File: config.mk
export PLATFORM = sky130hd
export DESIGN_NAME = eitc_config
export DESIGN_NICKNAME = d
export VERILOG_FILES = /design/src/core/eitc_pkg.sv /design/src/core/eitc_config.sv
export SDC_FILE = /design/constraint.sdc
export NUM_CORES = 1
export LEC_CHECK = 0
export ABC_AREA = 1
export BUFFER_PORTS_ARGS = -buffer_cell sky130_fd_sc_hd__buf_2
export CAP_MARGIN = 10
export CORE_UTILIZATION = 29
export DETAILED_ROUTE_END_ITERATION = 16
export PLACE_DENSITY = 0.55
export SYNTH_ARGS = -nofsm -noshare
export SYNTH_HDL_FRONTEND = slang
export SYNTH_SLANG_ARGS = --single-unit
File: constraint.sdc
create_clock -name ref_clk_in -period 1.7 [get_ports ref_clk_in]
set_input_delay 0.34 -clock ref_clk_in [delete_from_list [all_inputs] [get_ports ref_clk_in]]
set_output_delay 0.34 -clock ref_clk_in [all_outputs]
set_load 0.02 [all_outputs]
File: src/core/eitc_pkg.sv
// Constants, field layouts and carrier types of the encoder configuration bank.
// Assumes one clock domain; the I2C pins and timing pins arrive unsynchronised.
package eitc_pkg;

   // ****************************************
   // Bus addressing
   // ****************************************
   localparam logic [6:0] I2C_BASE_ADDR    = 7'h20;
   localparam logic [6:0] SUB_INPUT_FORMAT = 7'h02;
   localparam logic [6:0] SUB_VIDEO_PROC   = 7'h03;
   localparam logic [6:0] SUB_TIMING       = 7'h04;
   localparam logic [3:0] I2C_BYTE_BITS    = 4'h8;

   // ****************************************
   // Reset values and writable bits
   // ****************************************
   localparam logic [7:0] RST_INPUT_FORMAT  = 8'h06;
   localparam logic [7:0] RST_VIDEO_PROC    = 8'hA0;
   localparam logic [7:0] RST_TIMING        = 8'h00;
   localparam logic [7:0] WMASK_INPUT_FORMAT = 8'hF7;
   localparam logic [7:0] WMASK_VIDEO_PROC   = 8'hFF;
   localparam logic [7:0] WMASK_TIMING       = 8'hBF;

   // ****************************************
   // Field positions
   // ****************************************
   localparam int FMT_MSB      = 7;
   localparam int FMT_LSB      = 5;
   localparam int GAMMA_BIT    = 4;
   localparam int MIX_MSB      = 2;
   localparam int MIX_LSB      = 1;
   localparam int HALF_RES_BIT = 0;
   localparam int LUMA_BIT     = 7;
   localparam int LIMIT_BIT    = 6;
   localparam int PHASE_BIT    = 5;
   localparam int PEDESTAL_BIT = 4;
   localparam int SCART_BIT    = 3;
   localparam int FIRST_BIT    = 2;
   localparam int FLK_MSB      = 1;
   localparam int FLK_LSB      = 0;
   localparam int BLK_TSEL_BIT = 7;
   localparam int BLK_DIR_BIT  = 5;
   localparam int BLK_POL_BIT  = 4;
   localparam int SYNC_DIR_BIT = 3;
   localparam int HS_POL_BIT   = 2;
   localparam int VS_POL_BIT   = 1;
   localparam int FLD_POL_BIT  = 0;

   // ****************************************
   // Codes and counts
   // ****************************************
   localparam logic [2:0] FMT_RGB16_LIN  = 3'h3;
   localparam logic [2:0] FMT_RGB24_LIN  = 3'h5;
   localparam logic [2:0] FMT_BLUE       = 3'h7;
   localparam logic [1:0] FLICKER_ON     = 2'h3;
   localparam logic [3:0] PHASE_FIELDS_NTSC = 4'h4;
   localparam logic [3:0] PHASE_FIELDS_PAL  = 4'h8;

   // ****************************************
   // Carrier types
   // ****************************************
   typedef struct packed {
      logic       blank;
      logic       hsync;
      logic       vsync;
      logic       field;
   } eitc_timing_type;

   typedef struct packed {
      logic [2:0] in_format;
      logic       blue_screen;
      logic       gamma_28;
      logic [1:0] overlay_mix;
      logic       upscale_2x;
      logic       luma_lowpass;
      logic       comp_limit;
      logic       rgb_pedestal;
      logic       scart_map;
      logic       first_line_even;
      logic       flicker_on;
   } eitc_video_cfg_type;

   typedef enum logic [2:0] {
      ST_IDLE, ST_ADDR, ST_SUB, ST_WDATA, ST_ACK, ST_RDATA, ST_MACK
   } eitc_i2c_state_type;

endpackage

File: src/core/eitc_config.sv
// Configuration bank of the video encoder: I2C slave, input format, video
// processing and timing-signal registers, with timing pin direction and polarity.
// Assumes gen_timing_in comes from the encoder's own timing generator on ref_clk_in
// as active-high levels, and that pins outside resolve open drain and tristate.
//
// Function
// - Three-bit input format field, blue screen 111.
// - Gamma select honoured only for linear RGB.
// - Overlay mixing field, resets to disabled.
// - Resolution bit selects half-resolution twofold upscale.
// - Luma lowpass enable bit, resets set.
// - Composite limiting bit clamps active video.
// - Subcarrier phase reset every 4/8 fields.
// - Pedestal bit adds blanking pedestal to RGB.
// - Pin assignment bit selects SCART mapping.
// - First active line parity, flicker only.
// - Flicker field: 00 off, 11 three-line.
// - Blank timing select bit, set drops the one-cycle first-pixel wait (blank output only).
// - Blank direction bit, resets to input.
// - Blank polarity bit.
// - Sync direction bit makes device timing master.
// - Line sync polarity bit.
// - Frame sync polarity bit.
// - Field polarity bit.
// - Reserved bits read zero, ignore writes.
// - I2C sub-addresses, pointer increments per byte.
`timescale 1ns/1ps

module eitc_config #(
   parameter int HAS_FLICKER = 1
) (
   input  wire logic                        ref_clk_in,
   input  wire logic                        rst_b_in,
   input  wire logic                        addr_sel_in,
   input  wire logic                        scl_in,
   input  wire logic                        sda_in,
   output logic                             sda_drive_out,
   output logic                             sda_oe_out,
   input  wire logic                        pal_mode_in,
   input  wire eitc_pkg::eitc_timing_type   gen_timing_in,
   input  wire eitc_pkg::eitc_timing_type   timing_pin_in,
   output eitc_pkg::eitc_timing_type        timing_pin_drive_out,
   output eitc_pkg::eitc_timing_type        timing_pin_oe_out,
   output eitc_pkg::eitc_timing_type        timing_out,
   output logic                             capture_active_out,
   output logic                             phase_reset_out,
   output eitc_pkg::eitc_video_cfg_type     cfg_out
);

   // ****************************************
   // Elaboration check
   // ****************************************
   if (HAS_FLICKER < 0 || HAS_FLICKER > 1) begin : g_bad_flicker
      $error("HAS_FLICKER must be 0 or 1.");
   end

   // Pin level from an active-high level, or back; the same mapping both ways.
   function automatic logic pin_map(input logic level, input logic pol);
      pin_map = ~(level ^ pol);
   endfunction

   // ****************************************
   // Pin synchronisers
   // ****************************************
   logic [1:0] scl_sync;
   logic [1:0] sda_sync;
   logic       scl_prev;
   logic       sda_prev;
   eitc_pkg::eitc_timing_type pin_meta;
   eitc_pkg::eitc_timing_type pin_sync;

   always_ff @(posedge ref_clk_in) begin
      if (!rst_b_in) begin
         scl_sync <= 2'h3;
         sda_sync <= 2'h3;
         scl_prev <= 1'b1;
         sda_prev <= 1'b1;
         pin_meta <= 4'h0;
         pin_sync <= 4'h0;
      end else begin
         scl_sync <= {scl_sync[0], scl_in};
         sda_sync <= {sda_sync[0], sda_in};
         scl_prev <= scl_sync[1];
         sda_prev <= sda_sync[1];
         pin_meta <= timing_pin_in;
         pin_sync <= pin_meta;
      end
   end

   wire scl_s     = scl_sync[1];
   wire sda_s     = sda_sync[1];
   wire scl_rise  = scl_s & ~scl_prev;
   wire scl_fall  = ~scl_s & scl_prev;
   wire bus_start = scl_s & scl_prev & sda_prev & ~sda_s;
   wire bus_stop  = scl_s & scl_prev & ~sda_prev & sda_s;

   // ****************************************
   // Registers
   // ****************************************
   logic [7:0] input_format_config;
   logic [7:0] video_processing_config;
   logic [7:0] timing_signal_config;

   wire [1:0] flicker_field = (HAS_FLICKER == 1) ? video_processing_config[eitc_pkg::FLK_MSB:eitc_pkg::FLK_LSB]
                                                 : 2'h0;
   wire [7:0] video_read = {video_processing_config[7:2], flicker_field};

   // ****************************************
   // I2C slave
   // ****************************************
   eitc_pkg::eitc_i2c_state_type state;
   logic [7:0] shift;
   logic [7:0] tx;
   logic [3:0] bit_cnt;
   logic [6:0] pointer;
   logic       read_mode;
   logic       have_sub;
   logic       master_nack;

   wire [6:0] own_addr  = {eitc_pkg::I2C_BASE_ADDR[6:1], addr_sel_in};
   wire       byte_done = (bit_cnt == eitc_pkg::I2C_BYTE_BITS);
   wire       addr_hit  = (shift[7:1] == own_addr);
   wire       wr_strobe = scl_fall && (state == eitc_pkg::ST_WDATA) && byte_done;
   wire       sel_fmt   = (pointer == eitc_pkg::SUB_INPUT_FORMAT);
   wire       sel_video = (pointer == eitc_pkg::SUB_VIDEO_PROC);
   wire       sel_timing = (pointer == eitc_pkg::SUB_TIMING);
   wire [7:0] read_data = sel_fmt    ? (input_format_config & eitc_pkg::WMASK_INPUT_FORMAT) :
                          sel_video  ? video_read :
                          sel_timing ? (timing_signal_config & eitc_pkg::WMASK_TIMING) :
                                       8'h00;

   always_ff @(posedge ref_clk_in) begin
      if (!rst_b_in) begin
         state       <= eitc_pkg::ST_IDLE;
         shift       <= 8'h00;
         tx          <= 8'h00;
         bit_cnt     <= 4'h0;
         pointer     <= 7'h00;
         read_mode   <= 1'b0;
         have_sub    <= 1'b0;
         master_nack <= 1'b0;
         sda_oe_out  <= 1'b0;
      end else if (bus_stop) begin
         state      <= eitc_pkg::ST_IDLE;
         sda_oe_out <= 1'b0;
      end else if (bus_start) begin
         state      <= eitc_pkg::ST_ADDR;
         bit_cnt    <= 4'h0;
         have_sub   <= 1'b0;
         sda_oe_out <= 1'b0;
      end else if (scl_rise) begin
         shift   <= {shift[6:0], sda_s};
         if (state == eitc_pkg::ST_MACK) begin
            master_nack <= sda_s;
         end
         if (state != eitc_pkg::ST_IDLE && !byte_done) begin
            bit_cnt <= bit_cnt + 4'h1;
         end
      end else if (scl_fall) begin
         case (state)
            eitc_pkg::ST_ADDR: begin
               if (byte_done) begin
                  if (addr_hit) begin
                     read_mode  <= shift[0];
                     sda_oe_out <= 1'b1;
                     state      <= eitc_pkg::ST_ACK;
                  end else begin
                     state <= eitc_pkg::ST_IDLE;
                  end
               end
            end
            eitc_pkg::ST_SUB: begin
               if (byte_done) begin
                  pointer    <= shift[6:0];
                  have_sub   <= 1'b1;
                  sda_oe_out <= 1'b1;
                  state      <= eitc_pkg::ST_ACK;
               end
            end
            eitc_pkg::ST_WDATA: begin
               if (byte_done) begin
                  pointer    <= pointer + 7'h01;
                  sda_oe_out <= 1'b1;
                  state      <= eitc_pkg::ST_ACK;
               end
            end
            eitc_pkg::ST_ACK: begin
               bit_cnt <= 4'h0;
               if (read_mode) begin
                  tx         <= read_data;
                  pointer    <= pointer + 7'h01;
                  sda_oe_out <= ~read_data[7];
                  state      <= eitc_pkg::ST_RDATA;
               end else begin
                  sda_oe_out <= 1'b0;
                  state      <= have_sub ? eitc_pkg::ST_WDATA : eitc_pkg::ST_SUB;
               end
            end
            eitc_pkg::ST_RDATA: begin
               if (byte_done) begin
                  sda_oe_out <= 1'b0;
                  state      <= eitc_pkg::ST_MACK;
               end else begin
                  tx         <= {tx[6:0], 1'b0};
                  sda_oe_out <= ~tx[6];
               end
            end
            eitc_pkg::ST_MACK: begin
               bit_cnt <= 4'h0;
               if (master_nack) begin
                  state <= eitc_pkg::ST_IDLE;
               end else begin
                  tx         <= read_data;
                  pointer    <= pointer + 7'h01;
                  sda_oe_out <= ~read_data[7];
                  state      <= eitc_pkg::ST_RDATA;
               end
            end
            default: begin
               state <= eitc_pkg::ST_IDLE;
            end
         endcase
      end
   end

   // Open drain: the line is only ever pulled low, never driven high.
   always_ff @(posedge ref_clk_in) begin
      if (!rst_b_in) begin
         sda_drive_out <= 1'b0;
      end else begin
         sda_drive_out <= 1'b0;
      end
   end

   // ****************************************
   // Register writes
   // ****************************************
   wire [7:0] next_fmt_cfg    = shift & eitc_pkg::WMASK_INPUT_FORMAT;
   wire [7:0] next_timing_cfg = shift & eitc_pkg::WMASK_TIMING;

   always_ff @(posedge ref_clk_in) begin
      if (!rst_b_in) begin
         input_format_config     <= eitc_pkg::RST_INPUT_FORMAT;
         video_processing_config <= eitc_pkg::RST_VIDEO_PROC;
         timing_signal_config    <= eitc_pkg::RST_TIMING;
      end else if (wr_strobe) begin
         if (sel_fmt) begin
            input_format_config <= next_fmt_cfg;
         end
         if (sel_video) begin
            video_processing_config <= shift & eitc_pkg::WMASK_VIDEO_PROC;
         end
         if (sel_timing) begin
            timing_signal_config <= next_timing_cfg;
         end
      end
   end

   // ****************************************
   // Video configuration decode
   // ****************************************
   wire [2:0] fmt        = input_format_config[eitc_pkg::FMT_MSB:eitc_pkg::FMT_LSB];
   wire       linear_rgb = (fmt == eitc_pkg::FMT_RGB16_LIN) || (fmt == eitc_pkg::FMT_RGB24_LIN);
   wire       flicker_en = (flicker_field == eitc_pkg::FLICKER_ON);
   eitc_pkg::eitc_video_cfg_type next_cfg;

   assign next_cfg.in_format       = fmt;
   assign next_cfg.blue_screen     = (fmt == eitc_pkg::FMT_BLUE);
   assign next_cfg.gamma_28        = linear_rgb & input_format_config[eitc_pkg::GAMMA_BIT];
   assign next_cfg.overlay_mix     = input_format_config[eitc_pkg::MIX_MSB:eitc_pkg::MIX_LSB];
   assign next_cfg.upscale_2x      = input_format_config[eitc_pkg::HALF_RES_BIT];
   assign next_cfg.luma_lowpass    = video_processing_config[eitc_pkg::LUMA_BIT];
   assign next_cfg.comp_limit      = video_processing_config[eitc_pkg::LIMIT_BIT];
   assign next_cfg.rgb_pedestal    = video_processing_config[eitc_pkg::PEDESTAL_BIT];
   assign next_cfg.scart_map       = video_processing_config[eitc_pkg::SCART_BIT];
   assign next_cfg.first_line_even = flicker_en & video_processing_config[eitc_pkg::FIRST_BIT];
   assign next_cfg.flicker_on      = flicker_en;

   always_ff @(posedge ref_clk_in) begin
      if (!rst_b_in) begin
         cfg_out <= '0;
      end else begin
         cfg_out <= next_cfg;
      end
   end

   // ****************************************
   // Timing signal direction and polarity
   // ****************************************
   wire blank_master = timing_signal_config[eitc_pkg::BLK_DIR_BIT];
   wire sync_master  = timing_signal_config[eitc_pkg::SYNC_DIR_BIT];
   wire blank_pol    = timing_signal_config[eitc_pkg::BLK_POL_BIT];
   wire hs_pol       = timing_signal_config[eitc_pkg::HS_POL_BIT];
   wire vs_pol       = timing_signal_config[eitc_pkg::VS_POL_BIT];
   wire fld_pol      = timing_signal_config[eitc_pkg::FLD_POL_BIT];
   eitc_pkg::eitc_timing_type next_drive;
   eitc_pkg::eitc_timing_type next_oe;
   eitc_pkg::eitc_timing_type next_timing;

   assign next_drive.blank = pin_map(gen_timing_in.blank, blank_pol);
   assign next_drive.hsync = pin_map(gen_timing_in.hsync, hs_pol);
   assign next_drive.vsync = pin_map(gen_timing_in.vsync, vs_pol);
   assign next_drive.field = pin_map(gen_timing_in.field, fld_pol);
   assign next_oe.blank    = blank_master;
   assign next_oe.hsync    = sync_master;
   assign next_oe.vsync    = sync_master;
   assign next_oe.field    = sync_master;
   // Inputs are read through the same polarity mapping as outputs.
   assign next_timing.blank = blank_master ? gen_timing_in.blank : pin_map(pin_sync.blank, blank_pol);
   assign next_timing.hsync = sync_master ? gen_timing_in.hsync : pin_map(pin_sync.hsync, hs_pol);
   assign next_timing.vsync = sync_master ? gen_timing_in.vsync : pin_map(pin_sync.vsync, vs_pol);
   assign next_timing.field = sync_master ? gen_timing_in.field : pin_map(pin_sync.field, fld_pol);

   always_ff @(posedge ref_clk_in) begin
      if (!rst_b_in) begin
         timing_pin_drive_out <= 4'h0;
         timing_pin_oe_out    <= 4'h0;
         timing_out           <= 4'h0;
      end else begin
         timing_pin_drive_out <= next_drive;
         timing_pin_oe_out    <= next_oe;
         timing_out           <= next_timing;
      end
   end

   // ****************************************
   // First active pixel capture
   // ****************************************
   // The pin lags gen_timing_in by one register, so the one-cycle variant
   // waits for the registered level to have been inactive for a cycle.
   wire blank_tsel = blank_master & timing_signal_config[eitc_pkg::BLK_TSEL_BIT];
   wire next_capture = (blank_master && !blank_tsel) ? ~timing_out.blank & ~next_timing.blank
                                                     : ~next_timing.blank;

   always_ff @(posedge ref_clk_in) begin
      if (!rst_b_in) begin
         capture_active_out <= 1'b0;
      end else begin
         capture_active_out <= next_capture;
      end
   end

   // ****************************************
   // Subcarrier phase reset
   // ****************************************
   logic [3:0] field_cnt;
   wire        field_edge  = next_timing.field ^ timing_out.field;
   wire [3:0]  field_limit = pal_mode_in ? eitc_pkg::PHASE_FIELDS_PAL : eitc_pkg::PHASE_FIELDS_NTSC;
   wire        phase_mode  = video_processing_config[eitc_pkg::PHASE_BIT];
   wire        phase_wrap  = (field_cnt >= field_limit - 4'h1);

   always_ff @(posedge ref_clk_in) begin
      if (!rst_b_in) begin
         field_cnt       <= 4'h0;
         phase_reset_out <= 1'b0;
      end else begin
         phase_reset_out <= phase_mode & field_edge & phase_wrap;
         if (field_edge) begin
            field_cnt <= phase_wrap ? 4'h0 : field_cnt + 4'h1;
         end
      end
   end

endmodule

==> impl_metrics.csv <==
group,metric,value,unit
status,status,"finished, final reports clean",
worst_setup_path,critical_path_peak_fanout,6,
synth,syn_nets,664,
global_route,grt_max_degree,72,
cells_and_area,multi_input_area,0.002171,mm2
synth,netlist.area_leader.share,0.4335,
cts,clkTransAtPathRegs,0.08,ns
global_route,grt_pass1_vias,3607,
routing,wirelength,10.82,mm
global_route,grt_pass1_wl,17.84,mm
worst_setup_path,crit_type,"reg2reg",
cells_and_area,area_delta_synth_final,21.54,%
cells_and_area,register_area,0.001984,mm2
routing,drc,0,
sta,slew_viol_final,0,
worst_setup_path,max_stage_delay,0.31,ns
worst_setup_path,cpMostUsedCell,"nor2_4",
floorplan,die_width,127.6,um
power,power_density,862.2,mW/mm2
routing,vias,4093,
floorplan,dieArea,0.01627,mm2
synth,synth_top_family_by_area,"simple AND/OR/NAND/NOR gates",
synth,seq_area_frac_synth,0.4335,
power,vdd_drop_max,0.0004365,V
sta,finalSetupTns,0,ns
synth,synth_most_common_cell,"nand2_1",
sta,final.period_utilization,0.9102,
global_route,grt_usage,0.1382,
floorplan,core,0.01531,mm2
worst_setup_path,critPathTopFamily,"simple AND/OR/NAND/NOR gates",
synth,yosys.area_share.adder,0.03010,
sta,setup_viol_count_final,0,
routing,dr.pass1.iters,5,
sta,final_hold_viol_count,0,
synth,yosys.area.top_type,"dfxtp_1",
sta,hold_ws,0.1721,ns
worst_setup_path,cp-start-kind,"register",
sta,max_freq,646.2,MHz
routing,detail_route.wl_per_cell,11.80,um
synth,synthArstFlopShare,0,
cts,clk_latency,0.35,ns
synth,synth-compound-area-share,0.1333,
worst_setup_path,arrival,1.83,ns
floorplan,die_y,127.6,um
cts,clockBufferDepth,2,
synth,syn_area_per_cell,7.155,um2
synth,synthSimpleGateAreaFrac,0.2748,
sta,period_minus_slack,1.547,ns
cts,postCtsHoldBufs,0,
cts,h-tree-depth,3,
run,drv_cap,0,
cells_and_area,num-nets-final,726,
cts,cts_buffers,9,
worst_setup_path,required,1.98,ns
cts,cts_tree,"done",
synth,synth_edf_count,0,
routing,drtAntennaViolNets,0,
synth,yosys-top-cells-area,"dfxtp_1, nand2_1, inv_1",
power,p_leak,0.002616,uW
synth,synth_area,0.004572,mm2
floorplan,io_pins,44,
sta,skew,0.01102,ns
worst_setup_path,cp-end-kind,"register",
synth,synthDistinctLibCells,37,
synth,synth_mux_area_frac,0,
cells_and_area,drive_gt1_frac,0.1898,
routing,vias_per_cell,4.463,
global_route,overflow,0,
worst_setup_path,path_cells,"inv_1 -> ha_1 -> nand2_1 -> nor2_4 -> nand4_4 -> nor2_4 -> buf_4 -> o21ai_0 -> a21oi_1",
cts,cts-root-buf,"clkbuf_16",
placement,dp_hpwl,7.785,mm
worst_setup_path,cp_slowest_cell,"dfxtp_1",
worst_setup_path,critPathBufInv,2,
cells_and_area,diodes,0,
placement,routabilityCongestion,0.8571,
synth,ys_ff_latch,99,
hold_path,hold_path_class,"in2reg",
placement,io_buffers,42,
cts,clock-sinks,99,
synth,yosysWarningCount,0,
global_route,antenna_found_initial,0,
synth,synth_commonest_cells,"nand2_1, dfxtp_1, inv_1",
synth,synth_cells,639,
synth,synth_ff_type,"dfxtp_1",
routing,drtIter0Drc,327,
cells_and_area,fillers,1654,
floorplan,rows,45,
synth,synth_xor_area_frac,0.01724,
sta,rsz0062_at_grt,"yes",
floorplan,initial_core_util,0.2985,
metrics by stage:
step           instances  area (um2)  setup WS [ns]  total power (uW)    util
6_report             917        5557         0.1526              4791  0.3628
5_1_grt              917        5557       -0.01231              5005  0.3628
4_1_cts              914        5434        0.02331              4828  0.3548
3_5_place_dp         898        5150        0.04359              2835  0.3363
3_3_place_gp         898        5150        0.07917              2839  0.3363
2_1_floorplan        639        4572         0.2057              2714       -
path summary, 6_finish.rpt:
kind                                 to        startpoint  depth (start not counted)  slack (ns)
max          video_processing_config[3]        bit_cnt[0]                          9        0.15
max reg2reg  video_processing_config[3]        bit_cnt[0]                          9        0.15
min                         pin_meta[2]  timing_pin_in[2]                          3        0.17
min reg2reg                 scl_sync[1]       scl_sync[0]                          1        0.42
layout make-up:
type / count / area share
clock buffers: 9 / 0.04053
clock inverters: 7 / 0.01058
inverters: 96 / 0.06485
multi-input cells: 422 / 0.3907
flip-flops and latches: 99 / 0.3571
well taps: 211 / 0.04751
repair buffers: 73 / 0.08872
registers in the layout, indices dropped and copies added, names as in the netlist, 7 cells and up:
| name | cells |
|---|---|
| pointer | 7 |
| shift | 8 |
| cfg_out | 14 |
| video_processing_config | 8 |
| tx | 7 |
| timing_signal_config | 7 |
| input_format_config | 7 |
tightest hold or removal path, delay by kind of cell:
kind,cells,cell delay [ns]
buf+inv,2,0.12
simple gates,1,0.04
report_power, final:
| group | switching, uW | internal, uW |
|---|---|---|
| registers | 35.9 | 2370 |
| logic | 247 | 142 |
| clock network | 971 | 1020 |
cell families (layout without fill, tap and decap cells):
| family | after synthesis | after routing |
|---|---|---|
| and+or+nand+nor | 284 | 284 |
| other | 1 | 1 |
| xor gates and xnor gates | 9 | 9 |
| DFF | 99 | 99 |
| AOI/OAI and AO/OA | 117 | 117 |
| adders and majority gates | 11 | 11 |
| buffers and inverters | 118 | 185 |
cells in the final DEF, fill, tap and decap left out, types with 2 or more instances in the layout:
cell,n
inv_6,2
inv_8,2
inv_2,6
nand3_1,33
dfxtp_1,97
clkinv_2,2
a21oi_1,49
buf_4,27
nor2_2,5
xnor2_1,6
clkbuf_16,9
ha_1,8
or2_2,4
buf_12,4
nand2_1,138
dfxtp_2,2
nand2_2,5
buf_2,42
nor2_4,7
o21ai_1,9
ha_2,3
inv_1,90
nor3_1,7
nor2_1,66
xor2_1,3
nand3_4,2
o211ai_1,4
o21ai_0,49
nand4_1,4
nand3_2,5
per-layer routing:
metal | up-vias | share of wire | global-route usage | wire length, um
li1 | 2137 | - | - | -
met1 | 1861 | 0.51 | 0.1886 | 5486
met2 | 83 | 0.44 | 0.2170 | 4760
met3 | 12 | 0.035 | 0.02471 | 381
met4 | 0 | 0.018 | 0.05112 | 191
met5 | - | 0 | 0 | 0
what timing repair did:
action                     in CTS  in global routing
setup buffers                   0                  3
gates resized for setup         0                 31
setup endpoints to repair       0                 36
No activity file was read; power rests on OpenSTA's default activity.
